==> src/adc_sel_pkg.sv <==
// Constants, register map and types shared by the input select block
package adc_sel_pkg;
  // Register byte offsets on the Avalon slave
  localparam logic [7:0] OFS_MULTI = 8'h00;
  localparam logic [7:0] OFS_ZERO = 8'h04;
  localparam logic [7:0] OFS_SCAN_HIGH = 8'h08;
  localparam logic [7:0] OFS_SCAN_LOW = 8'h0c;
  localparam logic [7:0] OFS_CTRL = 8'h10;
  // Reset value of every field
  localparam logic [15:0] RESET_VAL = 16'h0000;
  // Implemented bits per register
  localparam logic [15:0] ZERO_MASK = 16'h9f9f;
  localparam logic [15:0] MULTI_MASK = 16'h0707;
  localparam logic [15:0] SCAN_MASK = 16'hffff;
  localparam logic [15:0] CTRL_MASK = 16'h0001;
  // Zero-channel field positions
  localparam int ZERO_NEG_B_BIT = 15;
  localparam int ZERO_POS_B_LSB = 8;
  localparam int ZERO_NEG_A_BIT = 7;
  localparam int ZERO_POS_A_LSB = 0;
  // Multi-channel field positions
  localparam int MULTI_NEG_B_LSB = 9;
  localparam int MULTI_POS_B_BIT = 8;
  localparam int MULTI_NEG_A_LSB = 1;
  localparam int MULTI_POS_A_BIT = 0;
  // Control register field
  localparam int CTRL_TWELVE_BIT = 0;
  // Input counts
  localparam int INPUT_COUNT = 32;
  localparam int SECOND_LIMIT = 16;
  localparam logic [4:0] LAST_INDEX = 5'h1f;
  // Multi-channel negative codes and routed groups
  localparam logic [1:0] NEG_CODE_HIGH = 2'h3;
  localparam logic [1:0] NEG_CODE_LOW = 2'h2;
  localparam logic [1:0] NEG_GROUP_REF = 2'h0;
  localparam logic [1:0] NEG_GROUP_LOW = 2'h1;
  localparam logic [1:0] NEG_GROUP_HIGH = 2'h2;
  // Scan sequencer states, Gray along idle, run, empty
  typedef enum logic [1:0] {
    SEQ_IDLE = 2'h0,
    SEQ_RUN = 2'h1,
    SEQ_EMPTY = 2'h3
  } seq_state_e;
endpackage

==> src/scan_if.sv <==
// Interface between the register block and the scan sequencer
`timescale 1ns/1ps
interface scan_if;
  logic [31:0] mask;
  logic step;
  logic [4:0] index;
  logic valid;
  modport ctrl (output mask, output step, input index, input valid);
  modport seq (input mask, input step, output index, output valid);
endinterface // scan_if

==> src/adc_input_channel_select.sv <==
// Register block and input routing for the converter multiplexers
`timescale 1ns/1ps
module adc_input_channel_select #(
  parameter int NUM_INPUTS = 32,
  parameter bit SECOND_CONVERTER = 1'b0
) (
  input wire logic CLK_I,
  input wire logic RST_I,
  input wire logic [7:0] AVS_ADDRESS_I,
  input wire logic AVS_READ_I,
  input wire logic AVS_WRITE_I,
  input wire logic [31:0] AVS_WRITEDATA_I,
  input wire logic [3:0] AVS_BYTEENABLE_I,
  output logic [31:0] AVS_READDATA_O,
  output logic AVS_WAITREQUEST_O,
  input wire logic SAMPLE_B_I,
  input wire logic SCAN_STEP_I,
  output logic [4:0] ZERO_POS_SEL_O,
  output logic ZERO_POS_REF_O,
  output logic ZERO_NEG_SEL_O,
  output logic [1:0] MULTI_NEG_GROUP_O,
  output logic MULTI_POS_SEL_O,
  output logic [31:0] SCAN_MASK_O,
  output logic [4:0] SCAN_INPUT_O,
  output logic SCAN_VALID_O,
  output logic SCAN_REF_O,
  output logic TWELVE_BIT_MODE_O
);
  // Number of inputs that really have a pin
  localparam logic [5:0] PIN_LIMIT = 6'(NUM_INPUTS);
  // Positive limit, narrower on the second converter
  localparam logic [5:0] POS_LIMIT = (SECOND_CONVERTER &&
      NUM_INPUTS > adc_sel_pkg::SECOND_LIMIT) ?
      6'(adc_sel_pkg::SECOND_LIMIT) : 6'(NUM_INPUTS);

  logic [15:0] multi_reg;
  logic [15:0] zero_reg;
  logic [15:0] scan_high_reg;
  logic [15:0] scan_low_reg;
  logic [15:0] ctrl_reg;
  logic ack_reg;
  logic [31:0] rdata_reg;
  logic wr_fire;
  logic twelve_bit_mode;
  logic [15:0] multi_eff;
  logic [4:0] pos_code;
  logic neg_code;
  logic [1:0] mneg_code;
  logic mpos_code;
  logic [4:0] zero_pos_reg;
  logic zero_pos_ref_reg;
  logic zero_neg_reg;
  logic [1:0] multi_neg_reg;
  logic multi_pos_reg;
  logic [4:0] scan_input_reg;
  logic scan_valid_reg;
  logic scan_ref_reg;

  scan_if scan ();

  // True when an input index has no pin or is beyond a limit
  function automatic logic beyond(input logic [4:0] idx,
                                  input logic [5:0] limit);
    return ({1'b0, idx} >= limit);
  endfunction

  // Byte-lane merge of a 16-bit register, keeping unimplemented bits 0
  function automatic logic [15:0] merge16(input logic [15:0] old,
                                          input logic [31:0] wd,
                                          input logic [3:0] be,
                                          input logic [15:0] mask);
    logic [15:0] v;
    v = old;
    if (be[0]) begin
      v[7:0] = wd[7:0];
    end
    if (be[1]) begin
      v[15:8] = wd[15:8];
    end
    return v & mask;
  endfunction

  // Multi-channel negative code to routed group
  function automatic logic [1:0] neg_group(input logic [1:0] code);
    case (code)
      adc_sel_pkg::NEG_CODE_HIGH: return adc_sel_pkg::NEG_GROUP_HIGH;
      adc_sel_pkg::NEG_CODE_LOW: return adc_sel_pkg::NEG_GROUP_LOW;
      default: return adc_sel_pkg::NEG_GROUP_REF;
    endcase
  endfunction

  // Read value of a register offset; unmapped reads zero
  function automatic logic [15:0] reg_read(input logic [7:0] a,
                                           input logic [15:0] mv,
                                           input logic [15:0] zv,
                                           input logic [15:0] hv,
                                           input logic [15:0] lv,
                                           input logic [15:0] cv);
    case (a)
      adc_sel_pkg::OFS_MULTI: return mv;
      adc_sel_pkg::OFS_ZERO: return zv;
      adc_sel_pkg::OFS_SCAN_HIGH: return hv;
      adc_sel_pkg::OFS_SCAN_LOW: return lv;
      adc_sel_pkg::OFS_CTRL: return cv;
      default: return adc_sel_pkg::RESET_VAL;
    endcase
  endfunction

  // One wait cycle per access, then the request completes
  always_ff @(posedge CLK_I or posedge RST_I) begin
    if (RST_I) begin
      ack_reg <= 1'b0;
    end else begin
      ack_reg <= (AVS_READ_I || AVS_WRITE_I) && !ack_reg;
    end
  end

  assign AVS_WAITREQUEST_O = (AVS_READ_I || AVS_WRITE_I) && !ack_reg;
  assign wr_fire = AVS_WRITE_I && ack_reg;
  assign twelve_bit_mode = ctrl_reg[adc_sel_pkg::CTRL_TWELVE_BIT];
  // Multi-channel fields vanish in twelve-bit mode
  assign multi_eff = twelve_bit_mode ? adc_sel_pkg::RESET_VAL
                                     : multi_reg;

  // Read data captured during the wait cycle
  always_ff @(posedge CLK_I or posedge RST_I) begin
    if (RST_I) begin
      rdata_reg <= 32'h0000_0000;
    end else if (AVS_READ_I && !ack_reg) begin
      rdata_reg <= {16'h0000, reg_read(AVS_ADDRESS_I, multi_eff,
          zero_reg, scan_high_reg, scan_low_reg, ctrl_reg)};
    end
  end

  assign AVS_READDATA_O = rdata_reg;

  // Zero-channel select register, holes forced to zero
  always_ff @(posedge CLK_I or posedge RST_I) begin
    if (RST_I) begin
      zero_reg <= adc_sel_pkg::RESET_VAL;
    end else if (wr_fire && AVS_ADDRESS_I == adc_sel_pkg::OFS_ZERO) begin
      zero_reg <= merge16(zero_reg, AVS_WRITEDATA_I, AVS_BYTEENABLE_I,
                          adc_sel_pkg::ZERO_MASK);
    end
  end

  // Multi-channel select register, frozen in twelve-bit mode
  always_ff @(posedge CLK_I or posedge RST_I) begin
    if (RST_I) begin
      multi_reg <= adc_sel_pkg::RESET_VAL;
    end else if (wr_fire && !twelve_bit_mode &&
                 AVS_ADDRESS_I == adc_sel_pkg::OFS_MULTI) begin
      multi_reg <= merge16(multi_reg, AVS_WRITEDATA_I, AVS_BYTEENABLE_I,
                           adc_sel_pkg::MULTI_MASK);
    end
  end

  // Scan masks, every bit writable whatever the pin count
  always_ff @(posedge CLK_I or posedge RST_I) begin
    if (RST_I) begin
      scan_high_reg <= adc_sel_pkg::RESET_VAL;
      scan_low_reg <= adc_sel_pkg::RESET_VAL;
    end else if (wr_fire) begin
      if (AVS_ADDRESS_I == adc_sel_pkg::OFS_SCAN_HIGH) begin
        scan_high_reg <= merge16(scan_high_reg, AVS_WRITEDATA_I,
            AVS_BYTEENABLE_I, adc_sel_pkg::SCAN_MASK);
      end
      if (AVS_ADDRESS_I == adc_sel_pkg::OFS_SCAN_LOW) begin
        scan_low_reg <= merge16(scan_low_reg, AVS_WRITEDATA_I,
            AVS_BYTEENABLE_I, adc_sel_pkg::SCAN_MASK);
      end
    end
  end

  // Control register holding the resolution mode
  always_ff @(posedge CLK_I or posedge RST_I) begin
    if (RST_I) begin
      ctrl_reg <= adc_sel_pkg::RESET_VAL;
    end else if (wr_fire && AVS_ADDRESS_I == adc_sel_pkg::OFS_CTRL) begin
      ctrl_reg <= merge16(ctrl_reg, AVS_WRITEDATA_I, AVS_BYTEENABLE_I,
                          adc_sel_pkg::CTRL_MASK);
    end
  end

  // Phase selection: sample B fields share the sample A decoding
  always_comb begin
    if (SAMPLE_B_I) begin
      pos_code = zero_reg[adc_sel_pkg::ZERO_POS_B_LSB +: 5];
      neg_code = zero_reg[adc_sel_pkg::ZERO_NEG_B_BIT];
      mneg_code = multi_eff[adc_sel_pkg::MULTI_NEG_B_LSB +: 2];
      mpos_code = multi_eff[adc_sel_pkg::MULTI_POS_B_BIT];
    end else begin
      pos_code = zero_reg[adc_sel_pkg::ZERO_POS_A_LSB +: 5];
      neg_code = zero_reg[adc_sel_pkg::ZERO_NEG_A_BIT];
      mneg_code = multi_eff[adc_sel_pkg::MULTI_NEG_A_LSB +: 2];
      mpos_code = multi_eff[adc_sel_pkg::MULTI_POS_A_BIT];
    end
  end

  // Registered multiplexer controls for channel 0
  always_ff @(posedge CLK_I or posedge RST_I) begin
    if (RST_I) begin
      zero_pos_reg <= 5'h00;
      zero_pos_ref_reg <= 1'b0;
      zero_neg_reg <= 1'b0;
    end else begin
      zero_pos_reg <= pos_code;
      zero_pos_ref_reg <= beyond(pos_code, POS_LIMIT);
      zero_neg_reg <= neg_code;
    end
  end

  // Registered multiplexer controls for channels 1 to 3
  always_ff @(posedge CLK_I or posedge RST_I) begin
    if (RST_I) begin
      multi_neg_reg <= adc_sel_pkg::NEG_GROUP_REF;
      multi_pos_reg <= 1'b0;
    end else begin
      multi_neg_reg <= neg_group(mneg_code);
      multi_pos_reg <= mpos_code;
    end
  end

  // Scan mask: high register covers inputs 16 to 31
  assign scan.mask = {scan_high_reg, scan_low_reg};
  assign scan.step = SCAN_STEP_I;

  scan_sequencer u_seq (
    .clk_i(CLK_I),
    .rst_i(RST_I),
    .scan(scan)
  );

  // Registered scan outputs; absent inputs convert the low reference
  always_ff @(posedge CLK_I or posedge RST_I) begin
    if (RST_I) begin
      scan_input_reg <= 5'h00;
      scan_valid_reg <= 1'b0;
      scan_ref_reg <= 1'b0;
    end else begin
      scan_input_reg <= scan.index;
      scan_valid_reg <= scan.valid;
      scan_ref_reg <= beyond(scan.index, PIN_LIMIT);
    end
  end

  assign ZERO_POS_SEL_O = zero_pos_reg;
  assign ZERO_POS_REF_O = zero_pos_ref_reg;
  assign ZERO_NEG_SEL_O = zero_neg_reg;
  assign MULTI_NEG_GROUP_O = multi_neg_reg;
  assign MULTI_POS_SEL_O = multi_pos_reg;
  assign SCAN_MASK_O = scan.mask;
  assign SCAN_INPUT_O = scan_input_reg;
  assign SCAN_VALID_O = scan_valid_reg;
  assign SCAN_REF_O = scan_ref_reg;
  assign TWELVE_BIT_MODE_O = twelve_bit_mode;
endmodule // adc_input_channel_select

==> src/scan_sequencer.sv <==
// Scan sequencer that walks the enabled analog inputs in order
`timescale 1ns/1ps
module scan_sequencer (
  input wire logic clk_i,
  input wire logic rst_i,
  scan_if.seq scan
);
  adc_sel_pkg::seq_state_e state_reg;
  adc_sel_pkg::seq_state_e state_next;
  logic [4:0] index_reg;
  logic [4:0] found;
  logic any;

  // Next enabled input after the given one, circularly
  function automatic logic [5:0] next_set(input logic [31:0] m,
                                          input logic [4:0] cur);
    logic [5:0] res;
    logic [4:0] cand;
    res = 6'h00;
    cand = cur;
    for (int k = 0; k < adc_sel_pkg::INPUT_COUNT; k++) begin
      cand = cand + 5'h01;
      if (m[cand] && !res[5]) begin
        res = {1'b1, cand};
      end
    end
    return res;
  endfunction

  // Search result for the next step
  always_comb begin
    {any, found} = next_set(scan.mask, index_reg);
  end

  // State transitions on each step request
  always_comb begin
    state_next = state_reg;
    if (scan.step) begin
      state_next = any ? adc_sel_pkg::SEQ_RUN : adc_sel_pkg::SEQ_EMPTY;
    end
  end

  // State register
  always_ff @(posedge clk_i or posedge rst_i) begin
    if (rst_i) begin
      state_reg <= adc_sel_pkg::SEQ_IDLE;
    end else begin
      state_reg <= state_next;
    end
  end

  // Current input; idle starts from the last so input 0 comes first
  always_ff @(posedge clk_i or posedge rst_i) begin
    if (rst_i) begin
      index_reg <= adc_sel_pkg::LAST_INDEX;
    end else if (scan.step && any) begin
      index_reg <= found;
    end
  end

  assign scan.index = index_reg;
  assign scan.valid = (state_reg == adc_sel_pkg::SEQ_RUN);
endmodule // scan_sequencer

==> config.mk <==
export PLATFORM = sky130hd
export DESIGN_NAME = adc_input_channel_select
export DESIGN_NICKNAME = d
export VERILOG_FILES = /design/src/adc_sel_pkg.sv /design/src/scan_if.sv /design/src/adc_input_channel_select.sv /design/src/scan_sequencer.sv
export SDC_FILE = /design/constraint.sdc
export NUM_CORES = 1
export LEC_CHECK = 0
export ABC_AREA = 1
export BUFFER_PORTS_ARGS = -buffer_cell sky130_fd_sc_hd__buf_2
export CORE_MARGIN = 4
export CORE_UTILIZATION = 54
export CTS_CLUSTER_DIAMETER = 60
export CTS_CLUSTER_SIZE = 40
export DETAILED_ROUTE_END_ITERATION = 12
export GPL_ROUTABILITY_DRIVEN = 0
export HOLD_SLACK_MARGIN = 0.08
export PLACE_DENSITY = 0.89
export SYNTH_ARGS = -nofsm -noshare
export SYNTH_HDL_FRONTEND = slang
export SYNTH_SLANG_ARGS = --single-unit
==> constraint.sdc <==
create_clock -name CLK_I -period 6.4 [get_ports CLK_I]
set_input_delay 0.32 -clock CLK_I [delete_from_list [all_inputs] [get_ports CLK_I]]
set_output_delay 0.32 -clock CLK_I [all_outputs]
set_load 0.02 [all_outputs]
==> run metrics, run 1 <==
Cell Area, Synth=9230 um^2; Synth Flop Type=dfrtp_1; outcome=did not finish; Post-synth EDFFs=0; Starting Density=0.555; GRT repair_timing worst endpoint=u_seq.scan.index[4]$_DFFE_PP1P_/D; sequential area share after synthesis=0.245; TritonCTS Buffers=9; Clock Path Buffers=2; Synth warnings=0; I/O pins=133; Synth Register Bits=90; # H-tree levels=3; detailed placement HPWL=30200 um; DIE HEIGHT=139 um; Stop stage=global routing; I/O Buffers=96; # rows=47; syn_area_per_cell=6.33 um^2; async set or reset register ratio after synthesis=1.00; clk sinks=90; First Err=[ERROR GRT-0232] Routing congestion too high. Check the congestion heatmap in the GUI.; Distinct cells, synth=52; Post-Syn Instances=1458; Chip Width=139 um; Root Buffer=clkbuf_16; Worst EP kind=sequential cell input; GRT overflow=111; largest net degree at the start of global routing=61; Total GRT Usage=0.632
[synth_stat cells, types with 18 or more instances]
cell	number	share of area
nand3_2	38	0.041
nand2_2	46	0.031
inv_2	20	0.0081
dfrtp_1	85	0.23
buf_4	18	0.015
inv_1	139	0.057
nand2_4	23	0.028
clkbuf_1	24	0.0098
nand2_1	452	0.18
nand4_1	20	0.014
nor2_1	84	0.034
nand3_1	175	0.095
o21ai_0	161	0.087
[kinds of logic after synthesis]
kind of cell,after synthesis,synth area share
mux,9,0.0104
buf+inv,213,0.0949
flops,90,0.245
other cells,1,0.000406
simple gates,918,0.508
fa+ha+maj,4,0.00542
compound gates,223,0.137
[per-layer routing]
layer	track usage	overflow
met2	0.823	60
met4	0.588	49
met1	0.624	2
met5	0.203	0
met3	0.475	0
[stage by stage]
stage	std cells	area [um^2]	hold WS (ns)	TNS [ns]	setup slack (ns)
3_3_place_gp	2015	12300	0.361	-1.14	-0.219
3_5_place_dp	2015	12300	0.376	-3.25	-0.565
4_1_cts	2049	13400	0.211	-2.07	-0.371
2_1_floorplan	1475	9710	0.402	-0.165	-0.0360
[what timing repair did]
action                                  4_1_cts
endpoints found under the setup margin        6
pin swaps                                    23
buffers inserted                             17
hold buffers                                  1
gates resized for setup                     125
hold endpoints to repair                     30
==> inputs of run 2 (changes only) <==
--- a/config.mk
+++ b/config.mk
@@ -8,13 +8,10 @@
 export ABC_AREA = 1
 export BUFFER_PORTS_ARGS = -buffer_cell sky130_fd_sc_hd__buf_2
 export CORE_MARGIN = 4
-export CORE_UTILIZATION = 54
-export CTS_CLUSTER_DIAMETER = 60
-export CTS_CLUSTER_SIZE = 40
+export CORE_UTILIZATION = 40
 export DETAILED_ROUTE_END_ITERATION = 12
 export GPL_ROUTABILITY_DRIVEN = 0
-export HOLD_SLACK_MARGIN = 0.08
-export PLACE_DENSITY = 0.89
+export PLACE_DENSITY_LB_ADDON = 0.15
 export SYNTH_ARGS = -nofsm -noshare
 export SYNTH_HDL_FRONTEND = slang
 export SYNTH_SLANG_ARGS = --single-unit
==> constraint.sdc (replaced) <==
create_clock -name CLK_I -period 8.3 [get_ports CLK_I]
set_input_delay 0.415 -clock CLK_I [delete_from_list [all_inputs] [get_ports CLK_I]]
set_output_delay 0.415 -clock CLK_I [all_outputs]
set_load 0.02 [all_outputs]
==> run metrics, run 2 <==
outcome=complete, no violations; top-count cell post-synth=nand2_1; Crit path top cell by count=nand2_2; initial antenna violation count=2; Root Buffer=clkbuf_16; DIE HEIGHT=160 um; top cell type's share of synthesized area=0.230; Crit-path slowest cell=dfstp_2; vias=10400; drt wl/cell=17.6 um; Clk Latency, worst-skew pair=0.34 ns; Hold Fails Final Rpt=0; Synth Register Bits=90; GRT overflow=0; WP data arrival=7.93 ns; crit end category=register; Starting Density=0.408; Final setup viols=0; TritonCTS Buffers=9; Cell Area, Synth=9230 um^2; # rows=55; detailed placement HPWL=28300 um; Iter 0 DRT Violations=931; synth top area cells=dfrtp_1 (23%), nand2_1 (18%), nand3_1 (9.5%); largest net degree at the start of global routing=69; fin crit share=0.922; Least-Margin Pin Slew=0.855 ns; clk sinks=90; layout cells sized above 1=0.260; area delta synth->final=20.9%; Distinct cells, synth=52; I/O pins=133; Die ar.=25600 um^2; sequential area share after synthesis=0.245; max frequency=0.131 GHz; # H-tree levels=3; CP peak stage delay=0.62 ns; I/O Buffers=96; nets@finish=1700; fin. max-slew vios=0; CORE AREA=22600 um^2; vias in the first global route=9886; CTS tree=yes; Clock transition at path regs=0.06 ns; slew margin rel.=0.430; Clock Path Buffers=2; syn_area_per_cell=6.33 um^2; drt first pass iters=8; commonest cells in the netlist=nand2_1 (452), nand3_1 (175), o21ai_0 (161); most frequent cells in the layout=nand2_1 (450), nand3_1 (167), o21ai_0 (161), inv_1 (138), buf_4 (114); Total GRT Usage=0.263; Chip Width=160 um; Finished Layout Cells=1937; maxcap violations=0; DP Area=10700 um^2; CP required=8.58 ns; Synth Flop Type=dfrtp_1; Post-synth EDFFs=0; Post-Syn Instances=1458; crit-path max FO=7; worst hold path type=input pin to async pin; Final Routed Wirelength=34200 um; minimum clock period=7.65 ns; commonest non-fill, non-tap cell in the layout=nand2_1; Placed Instances=1916; async set or reset register ratio after synthesis=1.00; setup total negative slack=0 ns; DRC=0; CP startpoint kind=register; Final Skew=0.00839 ns; first-pass GRT wire length=53800 um; fill count=2418; dominant cell type by area after synthesis=dfrtp_1; Synth warnings=0; WS Path Type=register to register; via-per-instance ratio=5.38; Routed Antenna Nets=0; Final Cell Area=11200 um^2
-- run 2: cell counts after synthesis --
Identical to the previous run, type by type.
-- run 2: cells by family after synthesis --
kind of cell | share of synthesized area
other cells | 0.000406
buf+inv | 0.0949
compound gates | 0.137
fa+ha+maj | 0.00542
flops | 0.245
simple gates | 0.508
mux | 0.0104
-- run 2: path summary, 6_finish.rpt --
kind	from	end	slack (ns)	cells after the start
max in group asynchronous	RST_I	SCAN_INPUT_O[0]	7.06	3
setup / recovery	u_seq.scan.index[1]	u_seq.scan.index[1]	0.65	62
hold / removal	RST_I	AVS_READDATA_O[5]	0.05	2
hold reg to reg	u_seq.state_reg[1]	SCAN_VALID_O	0.42	1
min in group CLK_I	SCAN_STEP_I	u_seq.state_reg[0]	0.33	3
setup reg to reg	u_seq.scan.index[1]	u_seq.scan.index[1]	0.65	62
-- run 2: worst max-delay path, delay by kind of cell (launching register included) --
| family | cells | cell delay [ns] |
|---|---|---|
| adder cells (fa/ha/maj) | 1 | 0.33 |
| AND/OR/NAND/NOR | 55 | 6.03 |
| buffers and inverters | 6 | 0.61 |
| flip-flops | 1 | 0.62 |
-- run 2: what timing repair did --
action                                  CTS  global route
hold endpoints to repair                  0             0
endpoints found under the setup margin    0             6
buffers inserted                          0             4
resized for setup                         0            14
hold buffers                              0             0
-- run 2: layer usage --
layer  track usage  part of all wire  vias up
met4         0.118             0.050        2
met3        0.0405             0.081       94
met5             0           0.00038        -
met2         0.439              0.46      449
met1         0.336              0.41     4704
li1              -                 -     5166
-- run 2: through the flow --
stage | setup WS (ns) | util | hold slack [ns]
finish | 0.646 | 0.493 | 0.0455
global route | -0.0432 | 0.493 | 0.0740
CTS | 0.415 | 0.489 | 0.0474
detailed placement | 0.445 | 0.473 | 0.417
global placement | 0.585 | 0.473 | 0.407
floorplan | 1.69 | - | 0.402
-- run 2: cell type report --
| type | instances | area (um^2) | area share |
|---|---|---|---|
| multi-input combinational | 1172 | 6220 | 0.558 |
| clock inverter | 6 | 113 | 0.0101 |
| timing repair buffer | 211 | 1360 | 0.122 |
| inverter | 162 | 611 | 0.0547 |
| antenna | 1 | 2.50 | 0.000224 |
| sequential | 90 | 2260 | 0.202 |
| tap | 285 | 357 | 0.0320 |
| clock buffer | 10 | 239 | 0.0214 |
Power of run 2 is left out: the tool's default activity adds up to more than one toggle a clock period on the data nets, which glitch-free logic cannot reach.
